**src/uecr_map.svh**
```systemverilog
// Register map, field positions and reset values of the endpoint control block.
// Assumes word indices on an APB bus with 32-bit data, one register per word.
`ifndef UECR_MAP_SVH
`define UECR_MAP_SVH

`define UECR_IDX_ISTR      8'h30
`define UECR_IDX_IMR       8'h31
`define UECR_IDX_CTL       8'h32
`define UECR_IDX_DEVICE_ADDRESS     8'h33
`define UECR_IDX_LSTAT     8'h34
`define UECR_IDX_EP0       8'h35
`define UECR_IDX_C0RX      8'h36
`define UECR_IDX_C0TX      8'h37
`define UECR_IDX_EP1RX     8'h38
`define UECR_IDX_C1RX      8'h39
`define UECR_IDX_EP1TX     8'h3A
`define UECR_IDX_C1TX      8'h3B
`define UECR_IDX_EP2RX     8'h3C
`define UECR_IDX_C2RX      8'h3D
`define UECR_IDX_EP2TX     8'h3E
`define UECR_IDX_C2TX      8'h3F
`define UECR_IDX_BUFCS     8'h47

`define UECR_ADDR_LSB      2
`define UECR_ADDR_W        8

`define UECR_CTL_FORCE_BUS_RESET      0
`define UECR_ISTR_RESET    1
`define UECR_ISTR_CTR      7
`define UECR_ISTR_RST      8'h00
`define UECR_IMR_RST       8'h00
`define UECR_CTL_RST       8'h06
`define UECR_EP_DONE       3
`define UECR_EP0_DONE      7
`define UECR_EP_TOG        2
`define UECR_EP2_MODE_HI   7
`define UECR_EP2_MODE_LO   6
`define UECR_CNT_RST       7'h00
`define UECR_BYTE_ZERO     8'h00
`define UECR_WORD_ZERO     32'h0000_0000

`endif

```
**src/uecr_pkg.sv**
```systemverilog
// Types shared by the endpoint control block.
// Assumes the map header is included where offsets are needed.
package uecr_pkg;

  typedef enum logic [1:0] {
    UECR_HS_DISABLED = 2'h0,
    UECR_HS_STALL    = 2'h1,
    UECR_HS_NAK      = 2'h2,
    UECR_HS_VALID    = 2'h3
  } uecr_hs_t;

  typedef enum logic [1:0] {
    UECR_MODE_NORMAL   = 2'h0,
    UECR_MODE_UPLOAD   = 2'h1,
    UECR_MODE_DOWNLOAD = 2'h2,
    UECR_MODE_RSVD     = 2'h3
  } uecr_mode_t;

  typedef enum logic [1:0] {
    UECR_ANS_NONE  = 2'h0,
    UECR_ANS_DATA  = 2'h1,
    UECR_ANS_NAK   = 2'h2,
    UECR_ANS_STALL = 2'h3
  } uecr_ans_t;

  // One transaction event from the serial engine for a single endpoint
  typedef struct packed {
    logic       in_token;
    logic       host_ack;
    logic       rx_done;
    logic [6:0] rx_bytes;
  } uecr_ev_t;

  // Transmit side view of one endpoint handed to the serial engine
  typedef struct packed {
    uecr_ans_t  answer;
    logic       toggle;
    logic [6:0] tx_bytes;
  } uecr_txv_t;

endpackage

```
**src/uecr_top.sv**
```systemverilog
`timescale 1ns/10ps
// Endpoint transfer control and byte counters of a full-speed USB device.
// Assumes an APB master on clk_sys and a serial engine giving one-cycle events.
//
// Summary of operation
// - Any USB reset, detected or forced, clears transmit toggle and handshake state.
// - Endpoint 2 done flag sets on a correct transmit outside upload mode, stays until software clears.
// - Transmit toggle holds next data PID: 0 DATA0, 1 DATA1; hardware updates it.
// - Software may write transmit and receive toggles directly.
// - Handshake state: 00 disabled, 01 stall, 10 NAK, 11 valid.
// - Stall state answers STALL, NAK state answers NAK to every request.
// - A correct transfer forces the handshake state to NAK, except an endpoint 2 IN in upload mode, which stays valid.
// - Writes to endpoint 2 transmit handshake state are ignored in upload mode.
// - Endpoints 0 and 1 use five-bit receive counters limiting the next reception.
// - After reception the counter holds the loaded maximum minus bytes received.
// - Endpoint 2 uses a seven-bit receive counter decremented by bytes received.
// - Endpoints 0 and 1 send their five-bit transmit count on IN.
// - Endpoint 2 sends its seven-bit transmit count on IN.
// - Transmit toggle flips only after the host acknowledges the packet.
// - Endpoint 2 mode 01 is upload mode, IN served by hardware.
// - Upload mode IN raises no correct-transfer interrupt; OUT as normal.
`include "uecr_map.svh"
module uecr_top
  import uecr_pkg::*;
#(
  parameter int NEP  = 3,
  parameter int CW01 = 5,
  parameter int CW2  = 7
) (
  // Clock and reset
  input  wire logic          clk_sys,
  input  wire logic          rst_n,
  // APB slave
  input  wire logic          psel,
  input  wire logic          penable,
  input  wire logic          pwrite,
  input  wire logic [11:0]   paddr,
  input  wire logic [31:0]   pwdata,
  output logic [31:0]        prdata,
  output logic               pready,
  output logic               pslverr,
  // Serial engine events, one per endpoint
  input  wire logic          usb_reset_seen,
  input  uecr_ev_t [NEP-1:0] ep_ev,
  // Transmit view for each endpoint
  output uecr_txv_t [NEP-1:0] ep_txv,
  output logic [NEP-1:0]     rx_tog,
  // Interrupt
  output logic               irq
);

  // ---------------------------------------------------------------
  // Bus decode
  // ---------------------------------------------------------------
  logic       setup;
  logic       wr;
  logic       rd;
  logic [7:0] idx;
  logic       mapped;
  logic       aligned;
  logic       in_range;
  logic [7:0] rdata;

  assign setup = psel && !penable;
  assign idx   = paddr[`UECR_ADDR_LSB +: `UECR_ADDR_W];
  assign wr    = psel && penable && pwrite && pready;
  assign rd    = psel && penable && !pwrite && pready;
  // Byte lanes below the word and pages above the map are not decoded
  assign aligned  = (paddr[1:0] == 2'h0) && (paddr[11:10] == 2'h0);
  assign in_range = ((idx >= `UECR_IDX_ISTR) && (idx <= `UECR_IDX_C2TX)) ||
                    (idx == `UECR_IDX_BUFCS);
  assign mapped   = aligned && in_range;

  function automatic logic hit(input logic [7:0] a, input logic [7:0] b);
    hit = (a == b);
  endfunction

  // No wait states: data is registered during setup, answered in access
  always_ff @(posedge clk_sys) begin
    if (!rst_n) begin
      pready  <= 1'b0;
      pslverr <= 1'b0;
      prdata  <= `UECR_WORD_ZERO;
    end else begin
      pready  <= setup;
      pslverr <= setup && !mapped;
      if (setup) begin
        prdata <= {24'h00_0000, rdata};
      end
    end
  end

  // ---------------------------------------------------------------
  // General registers
  // ---------------------------------------------------------------
  logic [7:0]     istr_reg;
  logic [7:0]     imr_reg;
  logic [7:0]     ctl_reg;
  logic [7:0]     device_address_reg;
  logic [7:0]     bufcs_reg;
  logic           usb_rst_any;
  logic           rst_meta;
  logic           rst_sync;
  uecr_mode_t     mode_reg;
  logic [NEP-1:0] tx_done;
  logic [NEP-1:0] rx_done_reg;
  logic [NEP-1:0] txdp;
  logic [NEP-1:0] rxdp;
  logic           ctr_any;

  // The bus reset indication comes from the line side, resync first
  // Two cycles of latency are the price of a metastability-safe input
  always_ff @(posedge clk_sys) begin
    if (!rst_n) begin
      rst_meta <= 1'b0;
      rst_sync <= 1'b0;
    end else begin
      rst_meta <= usb_reset_seen;
      rst_sync <= rst_meta;
    end
  end

  // A held force-reset keeps every endpoint's toggle and handshake state cleared; writes to those fields meanwhile are lost
  assign usb_rst_any = rst_sync || ctl_reg[`UECR_CTL_FORCE_BUS_RESET];

  always_ff @(posedge clk_sys) begin
    if (!rst_n) begin
      imr_reg   <= `UECR_IMR_RST;
      ctl_reg   <= `UECR_CTL_RST;
      device_address_reg <= `UECR_BYTE_ZERO;
      bufcs_reg <= `UECR_BYTE_ZERO;
    end else if (wr) begin
      if (hit(idx, `UECR_IDX_IMR)) imr_reg <= pwdata[7:0];
      if (hit(idx, `UECR_IDX_CTL)) ctl_reg <= pwdata[7:0];
      if (hit(idx, `UECR_IDX_DEVICE_ADDRESS)) device_address_reg <= {1'b0, pwdata[6:0]};
      if (hit(idx, `UECR_IDX_BUFCS)) bufcs_reg <= {4'h0, pwdata[3:0]};
    end
  end

  // Any correct transfer except an endpoint 2 IN in upload mode raises the shared bit
  assign ctr_any = (|txdp) || (|rxdp);

  // Sticky status, cleared by reading it; a new event in that cycle wins
  always_ff @(posedge clk_sys) begin
    if (!rst_n) begin
      istr_reg <= `UECR_ISTR_RST;
    end else begin
      istr_reg <= ((rd && hit(idx, `UECR_IDX_ISTR)) ? `UECR_BYTE_ZERO : istr_reg)
                | ({7'h00, ctr_any} << `UECR_ISTR_CTR)
                | ({7'h00, rst_sync} << `UECR_ISTR_RESET);
    end
  end

  // Registered so the pin cannot glitch; it trails the status bit by a cycle
  always_ff @(posedge clk_sys) begin
    if (!rst_n) begin
      irq <= 1'b0;
    end else begin
      irq <= |(istr_reg & imr_reg);
    end
  end

  // ---------------------------------------------------------------
  // Endpoint transmit control
  // ---------------------------------------------------------------
  logic [NEP-1:0] tx_tog;
  uecr_hs_t       tx_hs [NEP];
  uecr_hs_t       rx_hs [NEP];
  logic [7:0]     txctl_idx [NEP];
  logic [7:0]     rxctl_idx [NEP];
  logic [7:0]     txcnt_idx [NEP];
  logic [7:0]     rxcnt_idx [NEP];
  logic [CW2-1:0] tx_cnt [NEP];
  logic [CW2-1:0] rx_cnt [NEP];

  assign txctl_idx = '{`UECR_IDX_EP0, `UECR_IDX_EP1TX, `UECR_IDX_EP2TX};
  assign rxctl_idx = '{`UECR_IDX_EP0, `UECR_IDX_EP1RX, `UECR_IDX_EP2RX};
  assign txcnt_idx = '{`UECR_IDX_C0TX, `UECR_IDX_C1TX, `UECR_IDX_C2TX};
  assign rxcnt_idx = '{`UECR_IDX_C0RX, `UECR_IDX_C1RX, `UECR_IDX_C2RX};

  // Control endpoint packs both directions in one register
  // Bits 6 and 5:4 go onto the toggle and state lanes; bit 7 lands on bit 4, so the done lane is 0
  function automatic logic [7:0] tx_view(input int e, input logic [7:0] d);
    tx_view = (e == 0) ? {d[7], 1'b0, 1'b0, d[7], 1'b0, d[6], d[5:4]} : d;
  endfunction

  genvar g;
  generate
    for (g = 0; g < NEP; g++) begin : g_ep
      logic       up;
      logic       txw;
      logic [7:0] wd;
      logic       clr;
      logic       rxw;
      logic       rx_clr;
      logic       rx_locked;
      localparam int CW = (g == 2) ? CW2 : CW01;

      assign up  = (g == 2) && (mode_reg == UECR_MODE_UPLOAD);
      assign txw = wr && hit(idx, txctl_idx[g]);
      assign wd  = tx_view(g, pwdata[7:0]);
      assign clr = txw && !wd[`UECR_EP_DONE];
      assign rxw = wr && hit(idx, rxctl_idx[g]);
      // Control endpoint keeps its done flag in bit 7 for both directions
      assign rx_clr = rxw && !pwdata[(g == 0) ? `UECR_EP0_DONE : `UECR_EP_DONE];
      // Download mode hands the receive handshake to the buffer hardware
      assign rx_locked = (g == 2) && (mode_reg == UECR_MODE_DOWNLOAD);

      uecr_txep #(
        .CW         (CW)
      ) u_tx (
        .clk_sys    (clk_sys),
        .rst_n      (rst_n),
        .bus_reset  (usb_rst_any),
        .wr_en      (txw),
        .wr_data    (wd),
        .hs_locked  (up),
        .clr_done   (clr),
        .in_token   (ep_ev[g].in_token),
        .host_ack   (ep_ev[g].host_ack),
        .hw_mode    (up),
        .done_reg   (tx_done[g]),
        .tog_reg    (tx_tog[g]),
        .hs_reg     (tx_hs[g]),
        .done_pulse (txdp[g])
      );

      // Answer toward the serial engine, registered
      always_ff @(posedge clk_sys) begin
        if (!rst_n) begin
          ep_txv[g] <= '0;
        end else begin
          case (tx_hs[g])
            UECR_HS_STALL: ep_txv[g].answer <= UECR_ANS_STALL;
            UECR_HS_NAK:   ep_txv[g].answer <= UECR_ANS_NAK;
            UECR_HS_VALID: ep_txv[g].answer <= UECR_ANS_DATA;
            default:       ep_txv[g].answer <= UECR_ANS_NONE;
          endcase
          ep_txv[g].toggle   <= tx_tog[g];
          ep_txv[g].tx_bytes <= tx_cnt[g];
        end
      end

      // Transmit counter, software loaded
      always_ff @(posedge clk_sys) begin
        if (!rst_n) begin
          tx_cnt[g] <= `UECR_CNT_RST;
        end else if (wr && hit(idx, txcnt_idx[g])) begin
          tx_cnt[g] <= CW2'(pwdata[CW-1:0]);
        end
      end

      // ---------------------------------------------------------------
      // Endpoint receive control
      // ---------------------------------------------------------------
      // Receive counter: loaded maximum, left holding the remainder
      // An overrun floors at zero rather than wrapping to a large remainder
      always_ff @(posedge clk_sys) begin
        if (!rst_n) begin
          rx_cnt[g] <= `UECR_CNT_RST;
        end else if (ep_ev[g].rx_done && rx_hs[g] == UECR_HS_VALID) begin
          rx_cnt[g] <= (ep_ev[g].rx_bytes > rx_cnt[g]) ? `UECR_CNT_RST
                     : rx_cnt[g] - ep_ev[g].rx_bytes;
        end else if (wr && hit(idx, rxcnt_idx[g])) begin
          rx_cnt[g] <= CW2'(pwdata[CW-1:0]);
        end
      end

      // Receive side control, same handshake rules
      assign rxdp[g] = ep_ev[g].rx_done && rx_hs[g] == UECR_HS_VALID;
      always_ff @(posedge clk_sys) begin
        if (!rst_n || usb_rst_any) begin
          rx_tog[g] <= 1'b0;
          rx_hs[g]  <= UECR_HS_DISABLED;
        end else if (rxdp[g]) begin
          rx_tog[g] <= !rx_tog[g];
          rx_hs[g]  <= UECR_HS_NAK;
        end else if (rxw) begin
          rx_tog[g] <= pwdata[`UECR_EP_TOG];
          if (!rx_locked) begin
            rx_hs[g] <= uecr_hs_t'(pwdata[1:0]);
          end
        end
      end

      // Set wins over a clear in the same cycle
      always_ff @(posedge clk_sys) begin
        if (!rst_n) begin
          rx_done_reg[g] <= 1'b0;
        end else if (rxdp[g]) begin
          rx_done_reg[g] <= 1'b1;
        end else if (rx_clr) begin
          rx_done_reg[g] <= 1'b0;
        end
      end
    end
  endgenerate

  // ---------------------------------------------------------------
  // Endpoint 2 mode
  // ---------------------------------------------------------------
  always_ff @(posedge clk_sys) begin
    if (!rst_n) begin
      mode_reg <= UECR_MODE_NORMAL;
    end else if (wr && hit(idx, `UECR_IDX_EP2RX)) begin
      mode_reg <= uecr_mode_t'(pwdata[`UECR_EP2_MODE_HI:`UECR_EP2_MODE_LO]);
    end
  end

  // ---------------------------------------------------------------
  // Read multiplexer
  // ---------------------------------------------------------------
  logic ep0_done;

  // Control endpoint reports one done flag for both directions
  assign ep0_done = tx_done[0] | rx_done_reg[0];

  always_comb begin
    rdata = `UECR_BYTE_ZERO;
    case (idx)
      `UECR_IDX_ISTR:  rdata = istr_reg;
      `UECR_IDX_IMR:   rdata = imr_reg;
      `UECR_IDX_CTL:   rdata = ctl_reg;
      `UECR_IDX_DEVICE_ADDRESS: rdata = device_address_reg;
      `UECR_IDX_BUFCS: rdata = bufcs_reg;
      `UECR_IDX_EP0:   rdata = {ep0_done, tx_tog[0], tx_hs[0],
                                1'b0, rx_tog[0], rx_hs[0]};
      `UECR_IDX_EP1RX: rdata = {4'h0, rx_done_reg[1], rx_tog[1], rx_hs[1]};
      `UECR_IDX_EP1TX: rdata = {4'h0, tx_done[1], tx_tog[1], tx_hs[1]};
      `UECR_IDX_EP2RX: rdata = {mode_reg, 2'h0, rx_done_reg[2], rx_tog[2], rx_hs[2]};
      `UECR_IDX_EP2TX: rdata = {4'h0, tx_done[2], tx_tog[2], tx_hs[2]};
      `UECR_IDX_C0RX:  rdata = {1'b0, rx_cnt[0]};
      `UECR_IDX_C0TX:  rdata = {1'b0, tx_cnt[0]};
      `UECR_IDX_C1RX:  rdata = {1'b0, rx_cnt[1]};
      `UECR_IDX_C1TX:  rdata = {1'b0, tx_cnt[1]};
      `UECR_IDX_C2RX:  rdata = {1'b0, rx_cnt[2]};
      `UECR_IDX_C2TX:  rdata = {1'b0, tx_cnt[2]};
      default:         rdata = `UECR_BYTE_ZERO;
    endcase
  end

endmodule

```
**src/uecr_txep.sv**
```systemverilog
`timescale 1ns/10ps
// Transmit control of one endpoint: toggle, handshake state, done flag.
// Assumes single-cycle event pulses from logic on clk_sys.
`include "uecr_map.svh"
module uecr_txep
  import uecr_pkg::*;
#(
  parameter int CW = 7
) (
  // Clock and resets
  input  wire logic          clk_sys,
  input  wire logic          rst_n,
  input  wire logic          bus_reset,
  // Software access
  input  wire logic          wr_en,
  input  wire logic [7:0]    wr_data,
  input  wire logic          hs_locked,
  input  wire logic          clr_done,
  // Link events
  input  wire logic          in_token,
  input  wire logic          host_ack,
  input  wire logic          hw_mode,
  // State
  output logic               done_reg,
  output logic               tog_reg,
  output uecr_hs_t           hs_reg,
  output logic               done_pulse
);

  logic good_tx;

  // Only an ACK after our own data packet completes the transfer
  assign good_tx = host_ack && (hs_reg == UECR_HS_VALID);
  assign done_pulse = good_tx && !hw_mode;

  always_ff @(posedge clk_sys) begin
    if (!rst_n || bus_reset) begin
      tog_reg <= 1'b0;
      hs_reg  <= UECR_HS_DISABLED;
    end else if (good_tx) begin
      tog_reg <= !tog_reg;
      if (!hw_mode) begin
        hs_reg <= UECR_HS_NAK;
      end
    end else if (wr_en) begin
      tog_reg <= wr_data[`UECR_EP_TOG];
      if (!hs_locked) begin
        hs_reg <= uecr_hs_t'(wr_data[1:0]);
      end
    end
  end

  // Set wins over a clear in the same cycle
  always_ff @(posedge clk_sys) begin
    if (!rst_n) begin
      done_reg <= 1'b0;
    end else if (done_pulse) begin
      done_reg <= 1'b1;
    end else if (clr_done) begin
      done_reg <= 1'b0;
    end
  end

endmodule
```
**config.mk**
```make
export PLATFORM = sky130hd
export DESIGN_NAME = uecr_top
export DESIGN_NICKNAME = d
export VERILOG_FILES = /design/src/uecr_pkg.sv /design/src/uecr_top.sv /design/src/uecr_txep.sv
export VERILOG_INCLUDE_DIRS = /design/src
export SDC_FILE = /design/constraint.sdc
export NUM_CORES = 1
export LEC_CHECK = 0
export BUFFER_PORTS_ARGS = -buffer_cell sky130_fd_sc_hd__buf_2
export CORE_MARGIN = 5
export CORE_UTILIZATION = 50
export DETAILED_ROUTE_END_ITERATION = 10
export PLACE_DENSITY = 0.8
export SLEW_MARGIN = 10
export SYNTH_ARGS = -nofsm -noshare
export SYNTH_HDL_FRONTEND = slang
export SYNTH_SLANG_ARGS = --single-unit
```
**constraint.sdc**
```tcl
create_clock -name clk_sys -period 2 [get_ports clk_sys]
set_input_delay 0.3 -clock clk_sys [delete_from_list [all_inputs] [get_ports clk_sys]]
set_output_delay 0.3 -clock clk_sys [all_outputs]
set_load 0.005 [all_outputs]
```
**Yosys cells after proc, flatten, opt, wreduce, memory -nomap -nowiden**

Memory sizes are Yosys's and may differ from the RTL's.
Index checks and enable logic that the tools add are counted.

- Memory bits (writable): 48
- Logic and storage cells: 280
- Memories kept: 3
- Input port bits: 80
- Flip-flop bits (word level): 98
- Output and inout bits: 68

Memory list:

| memory | words | width | read ports | clocked after Yosys merged registers in | wr ports | RTL line | text |
|---|---|---|---|---|---|---|---|
| rx_cnt | 3 | 7 | 3 | 0 | 3 | uecr_top.sv:174 | `logic [CW2-1:0] rx_cnt [NEP];` |
| tx_cnt | 3 | 7 | 3 | 0 | 3 | uecr_top.sv:173 | `logic [CW2-1:0] tx_cnt [NEP];` |
| rx_hs | 3 | 2 | 3 | 0 | 3 | uecr_top.sv:168 | `uecr_hs_t rx_hs [NEP];` |

- Eq/ne operators: 30
- Reductions and logical operators: 74
- $lt $le $gt $ge: 5
- Bitwise gates (word level): 20
- Multiplexer cells: 107
- Add/sub/neg operators: 3

Operators with widths:

| operator | count |
|---|---|
| 8-bit one-hot mux with 16 select lines | 1 |
| 8-bit by 6-bit equality test with 1-bit output, second input constant | 15 |
| 7-bit two-way mux | 12 |
| 1-bit two-way mux | 76 |
| 1-bit logical AND | 34 |
| 2-bit two-way mux | 14 |
| 2-bit nonzero test | 11 |
| 7-bit > comparator | 3 |
| 7-bit subtractor | 3 |
| 2-bit equality test, second input constant | 10 |
| 2-bit one-hot mux with 3 select lines | 3 |
| 1-bit OR | 16 |
| 1-bit zero test | 13 |
| 2-bit AND reduction | 5 |
| 8-bit AND | 1 |
| 2-bit by 1-bit equality test with 1-bit output, second input constant | 4 |
| 8-bit by 7-bit equality test with 1-bit output, second input constant | 1 |
| 8-bit by 6-bit greater-or-equal comparator with 1-bit output, second input constant | 1 |
| 8-bit by 6-bit less-or-equal comparator with 1-bit output, second input constant | 1 |
| 8-bit two-way mux | 1 |
| 8-bit by 2-bit OR with 8-bit output | 1 |
| 8-bit OR | 1 |
| 8-bit OR reduction | 1 |
| 3-bit OR reduction | 2 |
| 4 further kinds | 9 |

**Logic depth before layout (Yosys ltp)**

Gate-level depths: netlist of run 1.

- Depth after elaboration: 9
- Gate-level depth with buffers: 9
- Gate-level depth less buffers: 9

**Hierarchy**

A second synthesis of run 1 with hierarchy kept.

- Cell total of the unflattened synthesis: 777
- Area, all modules: 7,248.2 um^2

Modules (own cells, without submodules):

| module | area an instance (um^2) | cells each | times used | seq. area each (um^2) |
|---|---|---|---|---|
| uecr_top | 6,670.1 | 711 | 1 | 2,842.7 |
| uecr_txep | 192.7 | 22 | 3 | 80.1 |

**Least setup slack after synthesis of run 1**

OpenSTA, ideal clock, no wires.

- Kind: register -> register
- From: memory rx_cnt[2][0]
- To: memory rx_cnt[2][6], data pin
- Path slack: -0.173 ns
- Buffers on the path: 0
- Data arrival time: 1.903 ns
- Period minus slack after synthesis: 2.173 ns
- Data required time: 1.730 ns
- Stages on the path, launching flop included: 10
- Setup time: 0.270 ns
- Cell sequence: edfxtp_1 inv_1 ha_1 inv_1 fa_1 a21o_1 a21oi_1 nor4b_1 a2111oi_0 o21ai_0

RTL lines:

| item | RTL line |
|---|---|
| start: declaration | uecr_top.sv:174 |

==> impl_metrics.csv, run 1 <==
group,metric,value,unit
clock_network,clock-sinks,132,
clock_network,cts-htree-levels,4,
finish,drive_gt1_frac,0.2844,
finish,largest_register_ffs,26,
critical_path,critPathArrivalTime,2.23,ns
timing,whs,0.07665,ns
synthesis,postSynthCellCount,782,
route,via_count,6757,
clock_network,cts_tree,"yes",
outcome,violations,"negative setup slack",
synthesis,synth_top_cell_area_share,0.2480,
critical_path,worstSetupPathType,"register to register",
power,power,7.025,mW
run,cap_violations,0,
floorplan,die_area,0.01669,mm2
timing,finalCriticalPeriod,2.071,ns
clock_network,clk-insertion-delay-late,0.43,ns
synthesis,ys.flop_type,"dfxtp_1",
global_route,antenna_found_initial,0,
clock_network,clk_pin_slew,0.06,ns
synthesis,synth-seq-cells,132,
route,drt-wirelength-per-cell,19.54,um
synthesis,syn_area_per_cell,9.083,um2
synthesis,synth_top_cells_by_count,"nand2_1 (90), dfxtp_1 (88), o21ai_0 (55)",
finish,fillers,1132,
synthesis,ys_types,65,
floorplan,start_util,0.5117,
synthesis,ys_seq_area_frac,0.4340,
timing,setup_viol,8,
power,powerDensity,778.4,mW/mm2
synthesis,syn-cell-area,0.007103,mm2
route,vias_per_cell,5.964,
power,p_int,5.340,mW
finish,fin_nets,1050,
floorplan,die_y,129.2,um
power,pwr-share-seq,0.408,
global_route,grt_pass1_vias,6038,
synthesis,synth_most_common_cell,"nand2_1",
outcome,status,"finished, violations left",
timing,hold_violations,0,
route,ant_nets,0,
finish,syn_to_final_growth,27.06,%
synthesis,synth.area.top_cells,"dfxtp_1 (25%), edfxtp_1 (19%), ha_1 (4.8%)",
timing,max_slew_margin,0.6456,
global_route,grt-ovfl-total,0,
floorplan,dieWidth,129.2,um
finish,top_register,"ep_txv",
global_route,grt_pass1_wl,33.14,mm
floorplan,core-area,0.01388,mm2
route,drt-total-wl,22.14,mm
power,comb_power_share,0.109,
synthesis,ys.warnings.count,0,
power,p_clk_frac,0.483,
placement,post_dp_cell_area,0.008178,mm2
timing,fin_ws,-0.07108,ns
power,power.switching,1.685,mW
placement,dp_hpwl,16.44,mm
synthesis,synth_edf_count,44,
finish,postLayoutCoreUtil,0.6502,
clock_network,cts-root-buf,"clkbuf_16",
placement,pre_cts_slack,-0.2220,ns
placement,gp_congestion,1.035,
timing,tightest_slew,0.5243,ns
synthesis,async_flop_share,0,
power,p_sw_frac,0.2398,
route,drt_iter0_drc,1028,
power,p_leak,3.771,nW
critical_path,startpoint_type,"register",
finish,final-instance-count-excl-fill,1133,
clock_network,cts-buffers-inserted,17,
critical_path,endpoint_kind,"register",
timing,finalCritPeriodShare,1.036,
clock_network,ctsHoldBuffers,0,
finish,diodes,0,
timing,drv_slew,0,
min_path,holdCritPathClass,"input pin to register",
timing,tns,-0.3710,ns
critical_path,required,2.16,ns
route,first_pass_iters,5,
finish,stdcell_area,0.009025,mm2
clock_network,clock_path_buffers,2,
route,drc,0,
placement,dp_cells,1097,
synthesis,yosysTopAreaCell,"dfxtp_1",
timing,fmax,482.8,MHz
critical_path,worstPathMaxFanout,7,
global_route,grtUsageTotal,0.2609,
floorplan,pin_count,148,
placement,port_buffers,92,
global_route,grt_max_degree,26,
timing,rsz0062_at_grt,"yes",
power,peakVddDrop,0.6104,mV
finish,reg_top3,"ep_txv: 26 flops, rx_cnt: 21 flops, tx_cnt: 17 flops",
timing,skew,0.005563,ns
critical_path,rrSetupSlack,-0.07,ns
floorplan,rows,43,
-- critical path, cell delays in order (launching register included) --
cell and delay, ns:
edfxtp_1 0.40, ha_1 0.29, nor2b_4 0.12, o21a_1 0.18, o211a_4 0.25, o31ai_4 0.44
o31ai_2 0.12
-- layout make-up --
type | instances | area [um2] | share of cell area
clock buffer | 25 | 591.8 | 0.06558
timing repair buffer | 185 | 1171 | 0.1298
sequential | 132 | 3083 | 0.3416
tap | 180 | 225.2 | 0.02495
inverter | 37 | 138.9 | 0.01539
clock inverter | 7 | 72.57 | 0.008041
multi-input combinational | 567 | 3742 | 0.4147
-- cells by family (layout without fill, tap and decap cells) --
| group | Yosys count | after routing | synth area share |
|---|---|---|---|
| fa+ha+maj | 30 | 30 | 0.05602 |
| other cells | 1 | 28 | 0.0005279 |
| mux | 23 | 23 | 0.03857 |
| buf+inv | 110 | 254 | 0.08050 |
| flops | 132 | 132 | 0.4340 |
| xor+xnor | 8 | 8 | 0.009865 |
| simple gates | 271 | 271 | 0.1916 |
| compound gates | 207 | 207 | 0.1888 |
-- what timing repair did --
item | 4_1_cts | 5_1_grt
endpoints found under the setup margin | 19 | 22
setup buffers | 1 | 3
pin swaps | 9 | 15
gates resized for setup | 9 | 30
-- routing by layer --
layer,wire length (um),GRT usage,vias up
li1,-,-,3076
met1,8447,0.3449,3139
met2,10100,0.4091,462
met3,2627,0.06307,80
met4,959,0.1130,0
met5,0,0,-
-- layout by cell type (no fill, tap or decap), types with 5 or more instances in the layout --
cell and count:
xnor2_1 5, buf_4 92, and2_1 45, conb_1 28, o31ai_1 8, nand4_1 8, a22oi_1 14, mux2i_1 15
nand2b_1 5, nor3_1 5, nor2b_1 8, o21ai_0 50, inv_1 32, a31oi_1 5, nor2_1 43, a21o_1 5
buf_2 92, o21ai_1 5, edfxtp_1 44, dfxtp_1 88, clkbuf_16 22, a22o_1 7, nand3_1 32, nand2_1 90
a211oi_1 10, a21oi_1 49, ha_1 24, inv_2 5, mux2_2 5
-- path summary, 6_finish.rpt --
kind | from | end | cells after the start
max | rx_cnt[0][1] | rx_cnt[0][0] | 6
min | usb_reset_seen | rst_meta | 2
max reg2reg | rx_cnt[0][1] | rx_cnt[0][0] | 6
min reg2reg | rst_meta | rst_sync | 1
-- power groups by stage --
stage          Clock [mW]  Sequential, mW  Combinational, mW
2_1_floorplan           0            2.90              0.438
6_report             3.39            2.87              0.768
5_1_grt              3.52            2.87              0.823
4_1_cts              3.41            2.86              0.701
3_5_place_dp            0            2.92              0.685
3_3_place_gp            0            2.92              0.674
Power figures use the tool's default switching activity.
==> run 2: changes to the inputs <==
SETUP_SLACK_MARGIN = 0.2   (was default)
==> impl_metrics.csv, run 2 (same netlist as run 1, synthesis figures left out) <==
group,metric,value,unit
critical_path,r2r-end,"rx_cnt[2][6]",
timing,finalCritPeriodShare,1.049,
critical_path,max_stage_delay,0.37,ns
critical_path,r2r-start,"rx_cnt[2][0]",
route,drt-total-wl,23.09,mm
clock_network,clk_pin_slew,0.06,ns
placement,gp_congestion,0.9762,
critical_path,worstPathMaxFanout,2,
clock_network,cts_tree,"yes",
clock_network,cts-buffers-inserted,17,
finish,top_register,"ep_txv",
floorplan,die_area,0.01669,mm2
clock_network,clk-insertion-delay-late,0.43,ns
clock_network,cts-root-buf,"clkbuf_16",
timing,fin_ws,-0.09784,ns
timing,tns,-0.3177,ns
finish,syn_to_final_growth,29.38,%
global_route,grt_max_degree,26,
power,p_leak,3.830,nW
critical_path,worstSetupPathType,"register to register",
critical_path,required,2.18,ns
critical_path,cp_cell_sequence,"inv_2 -> ha_4 -> inv_2 -> fa_2 -> a21o_1 -> a21oi_2 -> buf_4 -> buf_6 -> o211a_1 -> a2111oi_4 -> o21ai_1",
global_route,grt_pass1_vias,6471,
floorplan,rows,43,
global_route,grtUsageTotal,0.2768,
outcome,status,"finished, violations left",
finish,fin_nets,1056,
route,drt_iter0_drc,967,
finish,postLayoutCoreUtil,0.6621,
clock_network,clock_path_buffers,2,
clock_network,ctsHoldBuffers,0,
critical_path,worst-path-stages,11,
route,vias_per_cell,5.929,
global_route,grt-ovfl-total,0,
finish,diodes,0,
critical_path,endpoint_kind,"register",
route,drt-wirelength-per-cell,20.27,um
global_route,grt_pass1_wl,34.98,mm
timing,whs,0.07487,ns
placement,port_buffers,92,
critical_path,crit_top_cell,"inv_2",
power,powerDensity,745.1,mW/mm2
route,ant_nets,0,
critical_path,rrSetupSlack,-0.1,ns
floorplan,die_y,129.2,um
timing,rsz0062_at_grt,"yes",
critical_path,critPathLaunch,"rx_cnt[2][0]",
floorplan,pin_count,148,
timing,fmax,476.7,MHz
timing,skew,0.01257,ns
critical_path,startpoint_type,"register",
min_path,holdCritPathClass,"input pin to register",
power,power,6.847,mW
outcome,violations,"negative setup slack",
critical_path,critPathArrivalTime,2.28,ns
critical_path,setup.worst_path.end,"rx_cnt[2][6]",
placement,dp_hpwl,16.88,mm
finish,drive_gt1_frac,0.3055,
timing,drv_slew,0,
critical_path,r2r_cells,11,
clock_network,cts-htree-levels,4,
power,peakVddDrop,0.6887,mV
critical_path,critPathTopFamily,"compound AO/OA/AOI/OAI gates",
timing,tightest_slew,0.5156,ns
finish,largest_register_ffs,26,
finish,reg_top3,"ep_txv: 26 flops, rx_cnt: 21 flops, tx_cnt: 17 flops",
finish,final_common_cell,"buf_2",
timing,finalCriticalPeriod,2.098,ns
critical_path,cp_num_buf_inv,4,
timing,setup_viol,7,
floorplan,dieWidth,129.2,um
timing,hold_violations,0,
finish,mostFrequentLayoutCells,"buf_2 (92), buf_4 (91), nand2_1 (90)",
clock_network,clock-sinks,132,
critical_path,worst_path_max_delay_cell,"edfxtp_1",
route,first_pass_iters,6,
floorplan,start_util,0.5117,
route,drc,0,
global_route,antenna_found_initial,0,
floorplan,core-area,0.01388,mm2
run,cap_violations,0,
placement,pre_cts_slack,-0.2129,ns
timing,max_slew_margin,0.6515,
route,via_count,6753,
finish,fillers,1128,
==> run 2: worst min-delay path by stage <==
stage	startpoint	slack, ns	to	cells past startpoint
finish	usb_reset_seen	0.07	rst_meta	2
global route	usb_reset_seen	0.07	rst_meta	2
CTS	usb_reset_seen	0.07	rst_meta	2
detailed placement	rst_meta	0.43	rst_sync	1
global placement	rst_meta	0.43	rst_sync	1
floorplan	rst_meta	0.41	rst_sync	1
==> run 2: per-stage QoR <==
stage	cell area [um2]	std cells
after floorplan	7276	809
after global placement	8179	1093
after detailed placement	8179	1093
after CTS	9025	1136
after global routing	9190	1139
final	9190	1139
==> run 2: power by group <==
| group | switching [mW] | internal, mW |
|---|---|---|
| Sequential | 0.0435 | 2.82 |
| Combinational | 0.474 | 0.359 |
| Clock | 1.16 | 1.98 |
==> run 2: layout make-up <==
cell class                 count  area, um2  share of cell area
clock buffer                  26      540.5             0.05882
clock inverter                 6      61.31            0.006671
inverter                      37      138.9             0.01511
multi-input combinational    567       3897              0.4241
sequential                   132       3084              0.3356
tap                          180      225.2             0.02451
timing repair buffer         191       1242              0.1352
==> run 2: routing by layer <==
| metal | vias up | wire length (um) | share of wire | track usage |
|---|---|---|---|---|
| li1 | 3081 | - | - | - |
| met1 | 3187 | 9090 | 0.39 | 0.3597 |
| met2 | 405 | 10720 | 0.46 | 0.4436 |
| met3 | 80 | 2249 | 0.097 | 0.06018 |
| met4 | 0 | 1034 | 0.045 | 0.1254 |
| met5 | - | 0 | 0 | 0 |
==> run 2: what timing repair did <==
item	CTS	global route
resized for setup	37	26
pin swaps	8	10
setup endpoints to repair	32	33
setup buffers	11	3
==> run 3: changes to the inputs <==
CORE_UTILIZATION = 35   (was 50)
PLACE_DENSITY = 0.6   (was 0.8)
==> impl_metrics.csv, run 3 (same netlist as run 1, synthesis figures left out) <==
group,metric,value,unit
outcome,status,"finished, violations left",
outcome,violations,"negative setup slack",
floorplan,start_util,0.3533,
global_route,grt-ovfl-total,0,
clock_network,ctsHoldBuffers,0,
finish,syn_to_final_growth,29.50,%
global_route,grt_pass1_vias,6138,
finish,reg_top3,"ep_txv: 26 flops, rx_cnt: 21 flops, tx_cnt: 17 flops",
run,cap_violations,0,
timing,finalCriticalPeriod,2.112,ns
clock_network,cts-htree-levels,4,
finish,final_common_cell,"buf_2",
critical_path,critPathArrivalTime,2.28,ns
floorplan,pin_count,148,
clock_network,cts-root-buf,"clkbuf_16",
global_route,grt_max_degree,44,
power,powerDensity,742.7,mW/mm2
global_route,grtUsageTotal,0.1989,
timing,finalCritPeriodShare,1.056,
global_route,antenna_found_initial,0,
timing,fin_ws,-0.1118,ns
placement,dp_cells,1183,
floorplan,core-area,0.02010,mm2
route,first_pass_iters,5,
timing,max_slew_margin,0.6337,
placement,gp_congestion,0.9633,
timing,drv_slew,0,
placement,port_buffers,92,
placement,dp_hpwl,17.69,mm
finish,final-instance-count-excl-fill,1224,
finish,top_register,"ep_txv",
timing,hold_violations,0,
clock_network,clock-sinks,132,
critical_path,worstPathMaxFanout,2,
min_path,holdCritPathClass,"input pin to register",
critical_path,startpoint_type,"register",
timing,tightest_slew,0.5494,ns
timing,tns,-0.3075,ns
route,drt-total-wl,23.92,mm
global_route,grt_pass1_wl,35.82,mm
clock_network,cts-buffers-inserted,17,
clock_network,clk-insertion-delay-late,0.43,ns
route,drc,0,
finish,fin_nets,1051,
finish,largest_register_ffs,26,
clock_network,clock_path_buffers,2,
route,drt_iter0_drc,659,
floorplan,die_area,0.02324,mm2
route,vias_per_cell,5.262,
route,drt-wirelength-per-cell,19.54,um
clock_network,clk_pin_slew,0.06,ns
finish,mostFrequentLayoutCells,"buf_2 (92), nand2_1 (90), dfxtp_1 (88), buf_4 (88), a21oi_1 (48)",
floorplan,die_y,152.5,um
power,peakVddDrop,0.3469,mV
timing,setup_viol,8,
power,power,6.832,mW
route,via_count,6441,
clock_network,cts_tree,"yes",
route,ant_nets,0,
timing,rsz0062_at_grt,"yes",
floorplan,rows,52,
floorplan,dieWidth,152.5,um
timing,skew,0.01217,ns
finish,drive_gt1_frac,0.2945,
critical_path,required,2.17,ns
timing,fmax,473.5,MHz
critical_path,worstSetupPathType,"register to register",
finish,fillers,1975,
finish,multi_input_area,0.003824,mm2
critical_path,endpoint_kind,"register",
finish,seq_area,0.003083,mm2
power,p_leak,3.791,nW
finish,diodes,0,
[run 3: cell types whose count changed in the layout (fill, tap and decap cells not counted), moves of 3 or more]
cell / before / now
buf_4: 91 / 88
buf_6: 7 / 4
clkbuf_16: 18 / 21
clkbuf_8: 6 / 0
clkinv_4: 1 / 5
inv_6: 0 / 3
nor2_1: 40 / 43
nor2_2: 4 / 1
o31ai_1: 3 / 6
[run 3: area by class of cell]
type,instances,share of cell area
multi-input cells,567,0.4157
flip-flops and latches,132,0.3351
repair buffers,186,0.1311
clock buffers,22,0.05754
well taps,270,0.03672
inverters,37,0.01510
clock inverters,10,0.008705
[run 3: per-layer routing]
layer	GRT usage	vias up	share of wire
met5	0	-	0
met4	0.06916	0	0.031
met3	0.04743	55	0.073
met2	0.3095	283	0.45
met1	0.2723	3027	0.45
li1	-	3076	-
[run 3: final timing paths]
| check | from | endpoint | slack (ns) | cells past startpoint |
|---|---|---|---|---|
| max | rx_cnt[2][0] | rx_cnt[2][6] | -0.11 | 9 |
| min | usb_reset_seen | rst_meta | 0.09 | 2 |
| max reg2reg | rx_cnt[2][0] | rx_cnt[2][6] | -0.11 | 9 |
| min reg2reg | rst_meta | rst_sync | 0.44 | 1 |
[run 3: worst max-delay path, cell delays in order (launching register included)]
cell and delay [ns]:
edfxtp_1 0.38, inv_1 0.07, ha_2 0.18, inv_2 0.04, fa_2 0.33, a21o_1 0.17
a21oi_2 0.15, nor4b_2 0.06, a2111oi_1 0.33, o21ai_1 0.13
[run 3: repair_timing]
action | CTS | global route
endpoints found under the setup margin | 31 | 34
pin swaps | 14 | 9
gates resized for setup | 21 | 26
buffers inserted | 5 | 4
endpoints found under the hold margin | 0 | 0
[run 3: power breakdown]
part	internal [mW]	leakage, nW	switching (mW)
sequential	2.82	1.18	0.0447
clock	1.90	0.302	1.27
combinational	0.338	2.31	0.455
total	5.06	3.79	1.77
[run 3: metrics by stage]
step / hold WS [ns] / utilization / instance area (um2) / setup slack [ns]
after detailed placement: 0.4303 / 0.4131 / 8304 / -0.1779
final: 0.08623 / 0.4576 / 9199 / -0.1118
after global routing: 0.09039 / 0.4576 / 9199 / -0.2427
after global placement: 0.4315 / 0.4131 / 8304 / -0.1315
after CTS: 0.07641 / 0.4492 / 9031 / -0.1529
after floorplan: 0.4119 / - / 7276 / -0.02141
